## config.mk

```make
export PLATFORM = sky130hd
export DESIGN_NAME = cexfi_regs
export DESIGN_NICKNAME = d
export VERILOG_FILES = /design/src/verilog/cexfi_pkg.sv /design/src/verilog/cexfi_sticky_flag.sv /design/src/verilog/cexfi_extreme_finder.sv /design/src/verilog/cexfi_regs.sv
export VERILOG_INCLUDE_DIRS = /design/src /design/src/verilog
export SDC_FILE = /design/constraint.sdc
export NUM_CORES = 1
export LEC_CHECK = 0
export BUFFER_PORTS_ARGS = -buffer_cell sky130_fd_sc_hd__buf_2
export CAP_MARGIN = 30
export CORE_UTILIZATION = 35
export DETAILED_ROUTE_END_ITERATION = 8
export PLACE_DENSITY_LB_ADDON = 0.12
export REMOVE_ABC_BUFFERS = 1
export SLEW_MARGIN = 20
export SYNTH_ARGS = -nofsm -noshare
export SYNTH_HDL_FRONTEND = slang
export SYNTH_SLANG_ARGS = --single-unit
```

## constraint.sdc

```tcl
create_clock -name pclk -period 3.24 [get_ports pclk]
set_input_delay 0.486 -clock pclk [delete_from_list [all_inputs] [get_ports pclk]]
set_output_delay 0.486 -clock pclk [all_outputs]
set_load 0.01 [all_outputs]
```

## src/verilog/cexfi_defs.svh

```systemverilog
// Register offsets, field positions and reset values of the cell extremes and fault id registers
`ifndef CEXFI_DEFS_SVH
`define CEXFI_DEFS_SVH

`define CEXFI_ADDR_W 8
`define CEXFI_IDX_W 6
`define CEXFI_IDX_EXTREME 6'h0a
`define CEXFI_IDX_FAULT 6'h0b
`define CEXFI_IDX_SERIAL_LO 6'h0d
`define CEXFI_IDX_SERIAL_HI 6'h0e
`define CEXFI_BYTE_SEL 2'h0

`define CEXFI_CELLS 12
`define CEXFI_CELL_W 16
`define CEXFI_IDXF_W 4
`define CEXFI_IDX_RESET 4'hf
`define CEXFI_FIRST_CELL 4'h1

`define CEXFI_HIGH_LSB 8
`define CEXFI_LOW_LSB 0
`define CEXFI_HEADROOM_BIT 2
`define CEXFI_OVERVOLT_BIT 0
`define CEXFI_FAULT_RESET 16'h0000

`define CEXFI_SERIAL_W 24
`define CEXFI_SERIAL_SPLIT 16
`define CEXFI_ROM_LSB 8
`define CEXFI_BYTE_W 8
`define CEXFI_SERIAL_DEFAULT 24'h00a5c3

`define CEXFI_REG_W 16
`define CEXFI_DATA_W 32
`define CEXFI_ZERO_16 16'h0000

`endif

```

## src/verilog/cexfi_pkg.sv

```systemverilog
// Types shared by the cell extremes and fault id register block
`include "cexfi_defs.svh"
package cexfi_pkg;
  typedef logic [`CEXFI_IDXF_W-1:0] cexfi_cell_num_type;
  typedef logic [`CEXFI_CELL_W-1:0] cexfi_result_type;
  typedef logic [`CEXFI_REG_W-1:0] cexfi_reg_type;
endpackage

```

## src/verilog/cexfi_sticky_flag.sv

```systemverilog
// Sticky fault flag: set by hardware, cleared by writing zero, set wins over clear
`timescale 1ns/100ps
module cexfi_sticky_flag
  import cexfi_pkg::*;
(
  input wire logic pclk,
  input wire logic presetn,
  input wire logic set_evt,
  input wire logic clear_req,
  output logic flag_r
);

  always_ff @(posedge pclk or negedge presetn)
  begin
    if (!presetn)
    begin
      flag_r <= 1'b0;
    end
    else if (set_evt)
    begin
      // An event in the clearing cycle must not be lost
      flag_r <= 1'b1;
    end
    else if (clear_req)
    begin
      flag_r <= 1'b0;
    end
  end

endmodule

```

## src/verilog/cexfi_extreme_finder.sv

```systemverilog
// Combinational search for the highest and lowest cell result, ties to the highest cell number
`timescale 1ns/100ps
`include "cexfi_defs.svh"
module cexfi_extreme_finder
  import cexfi_pkg::*;
(
  input wire logic [`CEXFI_CELLS*`CEXFI_CELL_W-1:0] cell_results,
  output cexfi_cell_num_type high_num,
  output cexfi_cell_num_type low_num
);

  cexfi_result_type hi_val [`CEXFI_CELLS];
  cexfi_result_type lo_val [`CEXFI_CELLS];
  cexfi_cell_num_type hi_num [`CEXFI_CELLS];
  cexfi_cell_num_type lo_num [`CEXFI_CELLS];

  assign hi_val[0] = cell_results[`CEXFI_CELL_W-1:0];
  assign lo_val[0] = cell_results[`CEXFI_CELL_W-1:0];
  assign hi_num[0] = `CEXFI_FIRST_CELL;
  assign lo_num[0] = `CEXFI_FIRST_CELL;

  // Scanning upward with >= and <= lets a later equal cell take over
  genvar g;
  generate
    for (g = 1; g < `CEXFI_CELLS; g++)
    begin : g_scan
      cexfi_result_type v;
      assign v = cell_results[g*`CEXFI_CELL_W +: `CEXFI_CELL_W];
      assign hi_val[g] = (v >= hi_val[g-1]) ? v : hi_val[g-1];
      assign hi_num[g] = (v >= hi_val[g-1]) ? cexfi_cell_num_type'(g + 1) : hi_num[g-1];
      assign lo_val[g] = (v <= lo_val[g-1]) ? v : lo_val[g-1];
      assign lo_num[g] = (v <= lo_val[g-1]) ? cexfi_cell_num_type'(g + 1) : lo_num[g-1];
    end
  endgenerate

  assign high_num = hi_num[`CEXFI_CELLS-1];
  assign low_num = lo_num[`CEXFI_CELLS-1];

endmodule

```

## src/verilog/cexfi_regs.sv

```systemverilog
// APB register block: extreme cell indices, sticky supply faults, serial code and ROM check
//
// Chosen here: the APB register port.
`timescale 1ns/100ps
`include "cexfi_defs.svh"
module cexfi_regs
  import cexfi_pkg::*;
#(
  // Arbitrary neutral value, replaced by the factory-programmed code
  parameter logic [`CEXFI_SERIAL_W-1:0] UNIT_SERIAL_CODE = `CEXFI_SERIAL_DEFAULT
)
(
  input wire logic pclk,
  input wire logic presetn,
  input wire logic psel,
  input wire logic penable,
  input wire logic pwrite,
  input wire logic [`CEXFI_ADDR_W-1:0] paddr,
  input wire logic [`CEXFI_DATA_W-1:0] pwdata,
  input wire logic [3:0] pstrb,
  output logic [`CEXFI_DATA_W-1:0] prdata,
  output logic pready,
  output logic pslverr,
  input wire logic [`CEXFI_CELLS*`CEXFI_CELL_W-1:0] cell_results,
  input wire logic results_update,
  input wire logic headroom_low_evt,
  input wire logic overvoltage_evt,
  input wire logic alert_reset_flag,
  input wire logic [7:0] rom_check_value,
  output logic supply_headroom_alert,
  output logic supply_overvoltage_alert
);

  cexfi_cell_num_type highest_cell_index_r;
  cexfi_cell_num_type lowest_cell_index_r;
  cexfi_cell_num_type high_found;
  cexfi_cell_num_type low_found;
  cexfi_reg_type rdata_nxt;
  logic [`CEXFI_DATA_W-1:0] prdata_r;
  logic pslverr_r;
  logic setup;
  logic access;
  logic hit_extreme;
  logic hit_fault;
  logic hit_serial_lo;
  logic hit_serial_hi;
  logic mapped;
  logic fault_wr;
  logic clr_headroom;
  logic clr_overvolt;

  cexfi_extreme_finder u_finder
  (
    .cell_results(cell_results),
    .high_num(high_found),
    .low_num(low_found)
  );

  // Indices follow the stored results, never the bus
  always_ff @(posedge pclk or negedge presetn)
  begin
    if (!presetn)
    begin
      highest_cell_index_r <= `CEXFI_IDX_RESET;
      lowest_cell_index_r <= `CEXFI_IDX_RESET;
    end
    else if (results_update)
    begin
      highest_cell_index_r <= high_found;
      lowest_cell_index_r <= low_found;
    end
  end

  // Address decode: byte address is four times the register index
  assign hit_extreme = (paddr == {`CEXFI_IDX_EXTREME, `CEXFI_BYTE_SEL});
  assign hit_fault = (paddr == {`CEXFI_IDX_FAULT, `CEXFI_BYTE_SEL});
  assign hit_serial_lo = (paddr == {`CEXFI_IDX_SERIAL_LO, `CEXFI_BYTE_SEL});
  assign hit_serial_hi = (paddr == {`CEXFI_IDX_SERIAL_HI, `CEXFI_BYTE_SEL});
  assign mapped = hit_extreme | hit_fault | hit_serial_lo | hit_serial_hi;

  assign setup = psel & ~penable;
  assign access = psel & penable;

  // Only the fault register accepts writes, and only through byte lane 0
  assign fault_wr = access & pwrite & hit_fault & pstrb[0];
  assign clr_headroom = fault_wr & ~pwdata[`CEXFI_HEADROOM_BIT];
  assign clr_overvolt = fault_wr & ~pwdata[`CEXFI_OVERVOLT_BIT];

  cexfi_sticky_flag u_headroom
  (
    .pclk(pclk),
    .presetn(presetn),
    .set_evt(headroom_low_evt),
    .clear_req(clr_headroom),
    .flag_r(supply_headroom_alert)
  );

  cexfi_sticky_flag u_overvolt
  (
    .pclk(pclk),
    .presetn(presetn),
    .set_evt(overvoltage_evt & ~alert_reset_flag),
    .clear_req(clr_overvolt),
    .flag_r(supply_overvoltage_alert)
  );

  // Read mux builds every field explicitly so reserved bits stay zero
  always_comb
  begin
    rdata_nxt = `CEXFI_ZERO_16;
    if (hit_extreme)
    begin
      rdata_nxt[`CEXFI_HIGH_LSB +: `CEXFI_IDXF_W] = highest_cell_index_r;
      rdata_nxt[`CEXFI_LOW_LSB +: `CEXFI_IDXF_W] = lowest_cell_index_r;
    end
    else if (hit_fault)
    begin
      rdata_nxt[`CEXFI_HEADROOM_BIT] = supply_headroom_alert;
      rdata_nxt[`CEXFI_OVERVOLT_BIT] = supply_overvoltage_alert;
    end
    else if (hit_serial_lo)
    begin
      rdata_nxt = UNIT_SERIAL_CODE[`CEXFI_SERIAL_SPLIT-1:0];
    end
    else if (hit_serial_hi)
    begin
      rdata_nxt[`CEXFI_BYTE_W-1:0] = UNIT_SERIAL_CODE[`CEXFI_SERIAL_W-1:`CEXFI_SERIAL_SPLIT];
      rdata_nxt[`CEXFI_ROM_LSB +: `CEXFI_BYTE_W] = rom_check_value;
    end
  end

  // Read data is captured in the setup cycle so the slave answers with no wait state
  always_ff @(posedge pclk or negedge presetn)
  begin
    if (!presetn)
    begin
      prdata_r <= '0;
    end
    else if (setup)
    begin
      prdata_r <= pwrite ? '0 : {`CEXFI_ZERO_16, rdata_nxt};
    end
  end

  always_ff @(posedge pclk or negedge presetn)
  begin
    if (!presetn)
    begin
      pslverr_r <= 1'b0;
    end
    else if (setup)
    begin
      pslverr_r <= ~mapped;
    end
  end

  assign prdata = prdata_r;
  assign pready = 1'b1;
  assign pslverr = pslverr_r & access;

endmodule

```

# == Yosys cells after proc, flatten, opt, wreduce, memory -nomap -nowiden ==
# Index checks and enable logic that the tools add are counted.
# classes
n_lt_le_gt_ge,22
eq_ne,4
muxes,57
bitwise,17
n_reduce_logical,2
# ops
cell,n
$mux 16,23
$ge 16x16->1,11
$le 16x16->1,11
$mux 4,24
$eq 8x6->1 const B,4
$mux 13,1
$and 1x1->1,9
$mux 1,7
$not 1->1,5
$mux 2,2
$reduce_bool 2->1,2
$or 1x1->1,3
# word_totals
reg_bits,43
input_bits,253
word_cells,108

# == Depth between registers and ports, before layout ==
# depth
depth_word,22
depth_mapped,158
depth_no_buf,144

# == By module ==
# From an unflattened synthesis, not the netlist that was laid out.
# hier_totals
hier_cells,1890
hier_area_um2,14292.5
# by_module_without_submodules
module,n_inst,cells_each,area_each_um2
cexfi_extreme_finder,1,1759,12924.9
cexfi_regs,1,125,1295.0
cexfi_sticky_flag,2,3,36.3

# == Worst setup path after synthesis ==
# OpenSTA, ideal clock, no wires.
# synth_path
path_type,input to register
startpoint,input port cell_results[1]
endpoint,register highest_cell_index_r[3]
setup_time_ns,0.083
arrival_time_ns,27.275
required_time_ns,3.157
slack_ns,-24.118
path_stages,150
path_cell_list,inv_1 > ha_1 > nor2b_1 > o211a_1 > o21a_1 > or4b_2 > clkbuf_1 > mux2_2 > ha_1 > nand2b_1 > a21o_1 > a31o_2 > a2111oi_0 > a21oi_1 > nor2_1 > clkbuf_1 > clkbuf_1 > a21oi_1 > [114 not listed] > nand2b_1 > a21o_1 > a21o_1 > a21o_1 > a21o_1 > a21o_1 > a21o_1 > a21o_1 > a21o_1 > a21o_1 > a21o_1 > a21o_1 > a21o_1 > a21oi_1 > nor2b_1 > o21ai_0 > nand3b_1 > o32a_1
# synth_between
elab_chain_len,22
# synth_rtl
item,line_no,text
from (decl),cexfi_regs.sv:24,"input wire logic [`CEXFI_CELLS*`CEXFI_CELL_W-1:0] cell_results,"
$ge 16x16->1,cexfi_extreme_finder.sv:29,assign hi_val[g] = (v >= hi_val[g-1]) ? v : hi_val[g-1];
$mux 16 (*),cexfi_extreme_finder.sv:29,
$ge 16x16->1,cexfi_extreme_finder.sv:29,
$mux 16 (*),cexfi_extreme_finder.sv:29,
$ge 16x16->1,"cexfi_extreme_finder.sv:29, cexfi_extreme_finder.sv:30",
$mux 16,cexfi_extreme_finder.sv:29,
$ge 16x16->1,"cexfi_extreme_finder.sv:29, cexfi_extreme_finder.sv:30",
$mux 16,cexfi_extreme_finder.sv:29,
[6 not listed],--,
$ge 16x16->1,"cexfi_extreme_finder.sv:29, cexfi_extreme_finder.sv:30",
$mux 16,cexfi_extreme_finder.sv:29,
$ge 16x16->1,"cexfi_extreme_finder.sv:29, cexfi_extreme_finder.sv:30",
$mux 16,cexfi_extreme_finder.sv:29,
$ge 16x16->1,"cexfi_extreme_finder.sv:29, cexfi_extreme_finder.sv:30",
$mux 16,cexfi_extreme_finder.sv:29,
$ge 16x16->1,--,
$mux 4 (*),cexfi_extreme_finder.sv:30,assign hi_num[g] = (v >= hi_val[g-1]) ? cexfi_cell_num_type'(g + 1) : hi_num[g-1];
to (signal assigned),cexfi_regs.sv:64,highest_cell_index_r <= `CEXFI_IDX_RESET;
to (signal assigned),cexfi_regs.sv:69,highest_cell_index_r <= high_found;
to (decl),cexfi_regs.sv:34,cexfi_cell_num_type highest_cell_index_r;
# Every way passes the cells marked *; elsewhere a longest branch is shown, timed or not.
# A chain may end at the register's enable or synchronous reset.

# == Final worst setup path ==
# layout_path
startpoint,input port cell_results[9]
endpoint,register highest_cell_index_r[2]
# Same word-level chain as after synthesis.

==> flow_metrics.py <==
metrics = {
    "outcome": {
        "outcome": "complete, but fails checks",
        "violations": "setup timing",
    },
    "floorplan": {
        "initial_core_util": 0.355,
        "std_cell_rows": 72,
        "die_y_um": 200,
        "die_w_um": 200,
        "ios": 289,
        "core_mm2": 0.0386,
        "die-area_mm2": 0.0400,
    },
    "routing": {
        "avgRoutedWirePerCell_um": 18.4,
        "detail_route.vias_per_cell": 5.21,
        "met2WireLength_um": 27700,
        "wirelength_um": 60800,
        "first_iter_violations": 816,
        "top_layer": "met5",
        "remaining_drc_errors": 0,
        "met3_length_um": 2900,
        "vias": 17200,
        "dr.pass1.iters": 5,
        "wl_met1_um": 29100,
        "ant_nets": 0,
    },
    "critical_path": {
        "critPathKind": "primary input to flip-flop",
        "slowest_stage": "a221o_1",
        "crit_path_start_kind": "primary input",
        "arrival_ns": 24.28,
        "worstPathMaxFanout": 11,
        "cp-end-kind": "flip-flop",
        "required_ns": 3.43,
        "cpPeakStageDelay_ns": 0.43,
        "path_common_cell": "a21o_1",
    },
    "timing": {
        "fin_crit_sh": 7.44,
        "hold_viol_final": 0,
        "finClkSkew_ns": 0.00492,
        "fmax_mhz": 41.5,
        "slew_headroom": 0.469,
        "fin_ws_ns": -20.86,
        "rsz0062_at_grt": "yes",
        "setup_violations": 8,
        "worstMarginPinSlew_ns": 0.794,
        "slew_violations": 0,
        "min_period_ns": 24.10,
    },
    "clock_network": {
        "cts_tree": "done",
        "clkTransAtPathRegs_ns": 0.06,
        "numCtsBuffers": 3,
        "htreeDepth": 1,
        "clockBufferDepth": 2,
        "clk_root_buffer_cell": "clkbuf_16",
        "clock_sinks": 24,
        "clk_latency_ns": 0.26,
    },
    "yosys": {
        "ys_seq_elements": 24,
        "ys_top_cells_by_area": "ha_1 29%, mux2_2 6.6%, a21o_1 6.4%, a21oi_1 6.2%, inv_1 6.2%",
        "ys_warn_count": 0,
        "async_flop_share": 1.00,
        "synth_top_area_frac": 0.292,
        "synth_top_cell_by_area": "ha_1",
        "syn_area_per_cell_um2": 7.61,
        "synth_edf_count": 0,
        "yosys_most_used_dff": "dfrtp_1",
        "syn_area_mm2": 0.0137,
        "synth_seq_area_share": 0.0445,
        "syn_inst": 1801,
        "ys_types": 92,
    },
    "global_routing": {
        "antenna_found_initial": 4,
        "grt_pass1_wl_um": 88200,
        "grt_pass1_vias": 16700,
        "grt_max_degree": 25,
        "grt_overflow": 0,
        "groute.usage.overall": 0.279,
    },
    "run": {
        "drv_cap": 0,
    },
    "cells_and_area": {
        "drive_gt1_frac": 0.542,
        "final_common_cell": "buf_4",
        "seq_area_um2": 611,
        "layout_common_cells": "745 x buf_4, 261 x ha_1, 220 x buf_2, 185 x inv_1, 115 x a21o_1",
        "fill_cells": 3403,
        "area_growth_pct": 76.2,
        "num-nets-final": 3358,
        "final_cell_area_mm2": 0.0242,
        "multi_input_area_mm2": 0.0142,
        "final_util": 0.625,
    },
    "placed_design": {
        "post_dp_cell_area_mm2": 0.0203,
        "hpwlAfterDp_um": 49100,
        "port_buffers": 236,
        "globalplace.congestion": 0.943,
    },
    "power": {
        "powerDensity_mw_per_mm2": 1170,
        "ir_worst_vdd_mv": 0.979,
        "seqPwrFrac": 0.015,
        "internal-power_mw": 15.0,
        "p_sw_frac": 0.471,
        "pwr-share-clk": 0.010,
        "power_switching_mw": 13.4,
        "combPwrFrac": 0.975,
        "p_leak_nw": 12.7,
    },
    "min_path": {
        "hold_path_class": "primary input to async pin",
    },
}
[routing by layer]
layer  global-route usage  up-vias
li1                     -     8579
met1                0.398     8131
met2                0.459      444
met3               0.0225       67
met4               0.0529        2
met5                    0        -
[sequential cells by signal, summed over array words and instances (netlist names)]
| signal | count |
|---|---|
| highest_cell_index_r | 4 |
| lowest_cell_index_r | 4 |
| prdata | 13 |
| pslverr_r | 1 |
| u_headroom.flag_r | 1 |
| u_overvolt.flag_r | 1 |
[per-stage QoR]
stage | std cells | total power [mW] | TNS, ns | hold WS (ns) | setup slack (ns)
detailed placement | 3154 | 21.8 | -184.01 | 0.464 | -24.19
finish | 3307 | 28.3 | -161.56 | 0.201 | -20.86
global route | 3305 | 30.8 | -170.19 | 0.240 | -21.85
global placement | 3154 | 21.6 | -182.38 | 0.455 | -24.16
floorplan | 1737 | 12.0 | -209.12 | 0.190 | -28.39
CTS | 3217 | 24.6 | -165.39 | 0.223 | -20.75
[Yosys cell counts, drive strengths merged (12+ instances only)]
library cell and number:
ha 320, inv 229, a21oi 172, nor2 123, a21o 116, o21ai 95, mux2i 90, nand2 86
mux2 81, nand4 54, clkbuf 41, buf 40, nand2b 36, nor2b 30, nand3 27, and3 24
o221ai 19, dfrtp 16, a221oi 14, o21a 12
[critical path: cells and delay by family]
kind                     cells  cell delay (ns)
multiplexers                 6             1.94
AND/OR/NAND/NOR             26             3.23
adder cells (fa/ha/maj)     11             2.63
AO/OA/AOI/OAI               74            13.05
buffers and inverters       23             2.86
[cells by family (layout without fill, tap and decap cells)]
| logic type | after synthesis | count (layout) | synth area share |
|---|---|---|---|
| AND/OR/NAND/NOR | 434 | 434 | 0.163 |
| buffers and inverters | 310 | 1272 | 0.0948 |
| XOR/XNOR | 5 | 5 | 0.00320 |
| multiplexers | 171 | 171 | 0.134 |
| adder cells (fa/ha/maj) | 324 | 324 | 0.295 |
| other | 2 | 24 | 0.000548 |
| AO/OA/AOI/OAI | 531 | 535 | 0.265 |
| flip-flops | 24 | 24 | 0.0445 |
[what timing repair did]
action / in CTS / in global routing
hold buffers: 0 / 0
endpoints found under the hold margin: 0 / 0
setup endpoints to repair: 8 / 8
resized for setup: 192 / 373
cloned: 3 / 9
buffers inserted: 57 / 81
pin swaps: 131 / 172
[power by group through the flow]
stage	clock [mW]	combinational, mW	sequential, mW
final	0.292	27.6	0.414
after global routing	0.314	30.0	0.421
after CTS	0.297	23.9	0.409
after detailed placement	0	21.4	0.413
after global placement	0	21.2	0.411
after floorplan	0	11.6	0.400
[area by class of cell]
class,count,share of cell area
inverters,229,0.0369
repair buffers,1039,0.320
flip-flops and latches,24,0.0253
clock buffers,4,0.00368
diodes,5,0.000518
well taps,518,0.0268
multi-input cells,1488,0.587
[worst paths after layout]
check	slack (ns)	startpoint	cells past startpoint	end
worst min register to register	0.48	prdata[15]	2	prdata[15]
worst max register to register	2.17	lowest_cell_index_r[0]	3	prdata[0]
min in group pclk	0.41	alert_reset_flag	2	u_overvolt.flag_r
worst min-delay path	0.20	presetn	1	prdata[13]
max in group asynchronous	2.66	presetn	1	highest_cell_index_r[2]
worst max-delay path	-20.86	cell_results[9]	140	highest_cell_index_r[2]
Note: power is estimated with default switching activity, not from simulation.
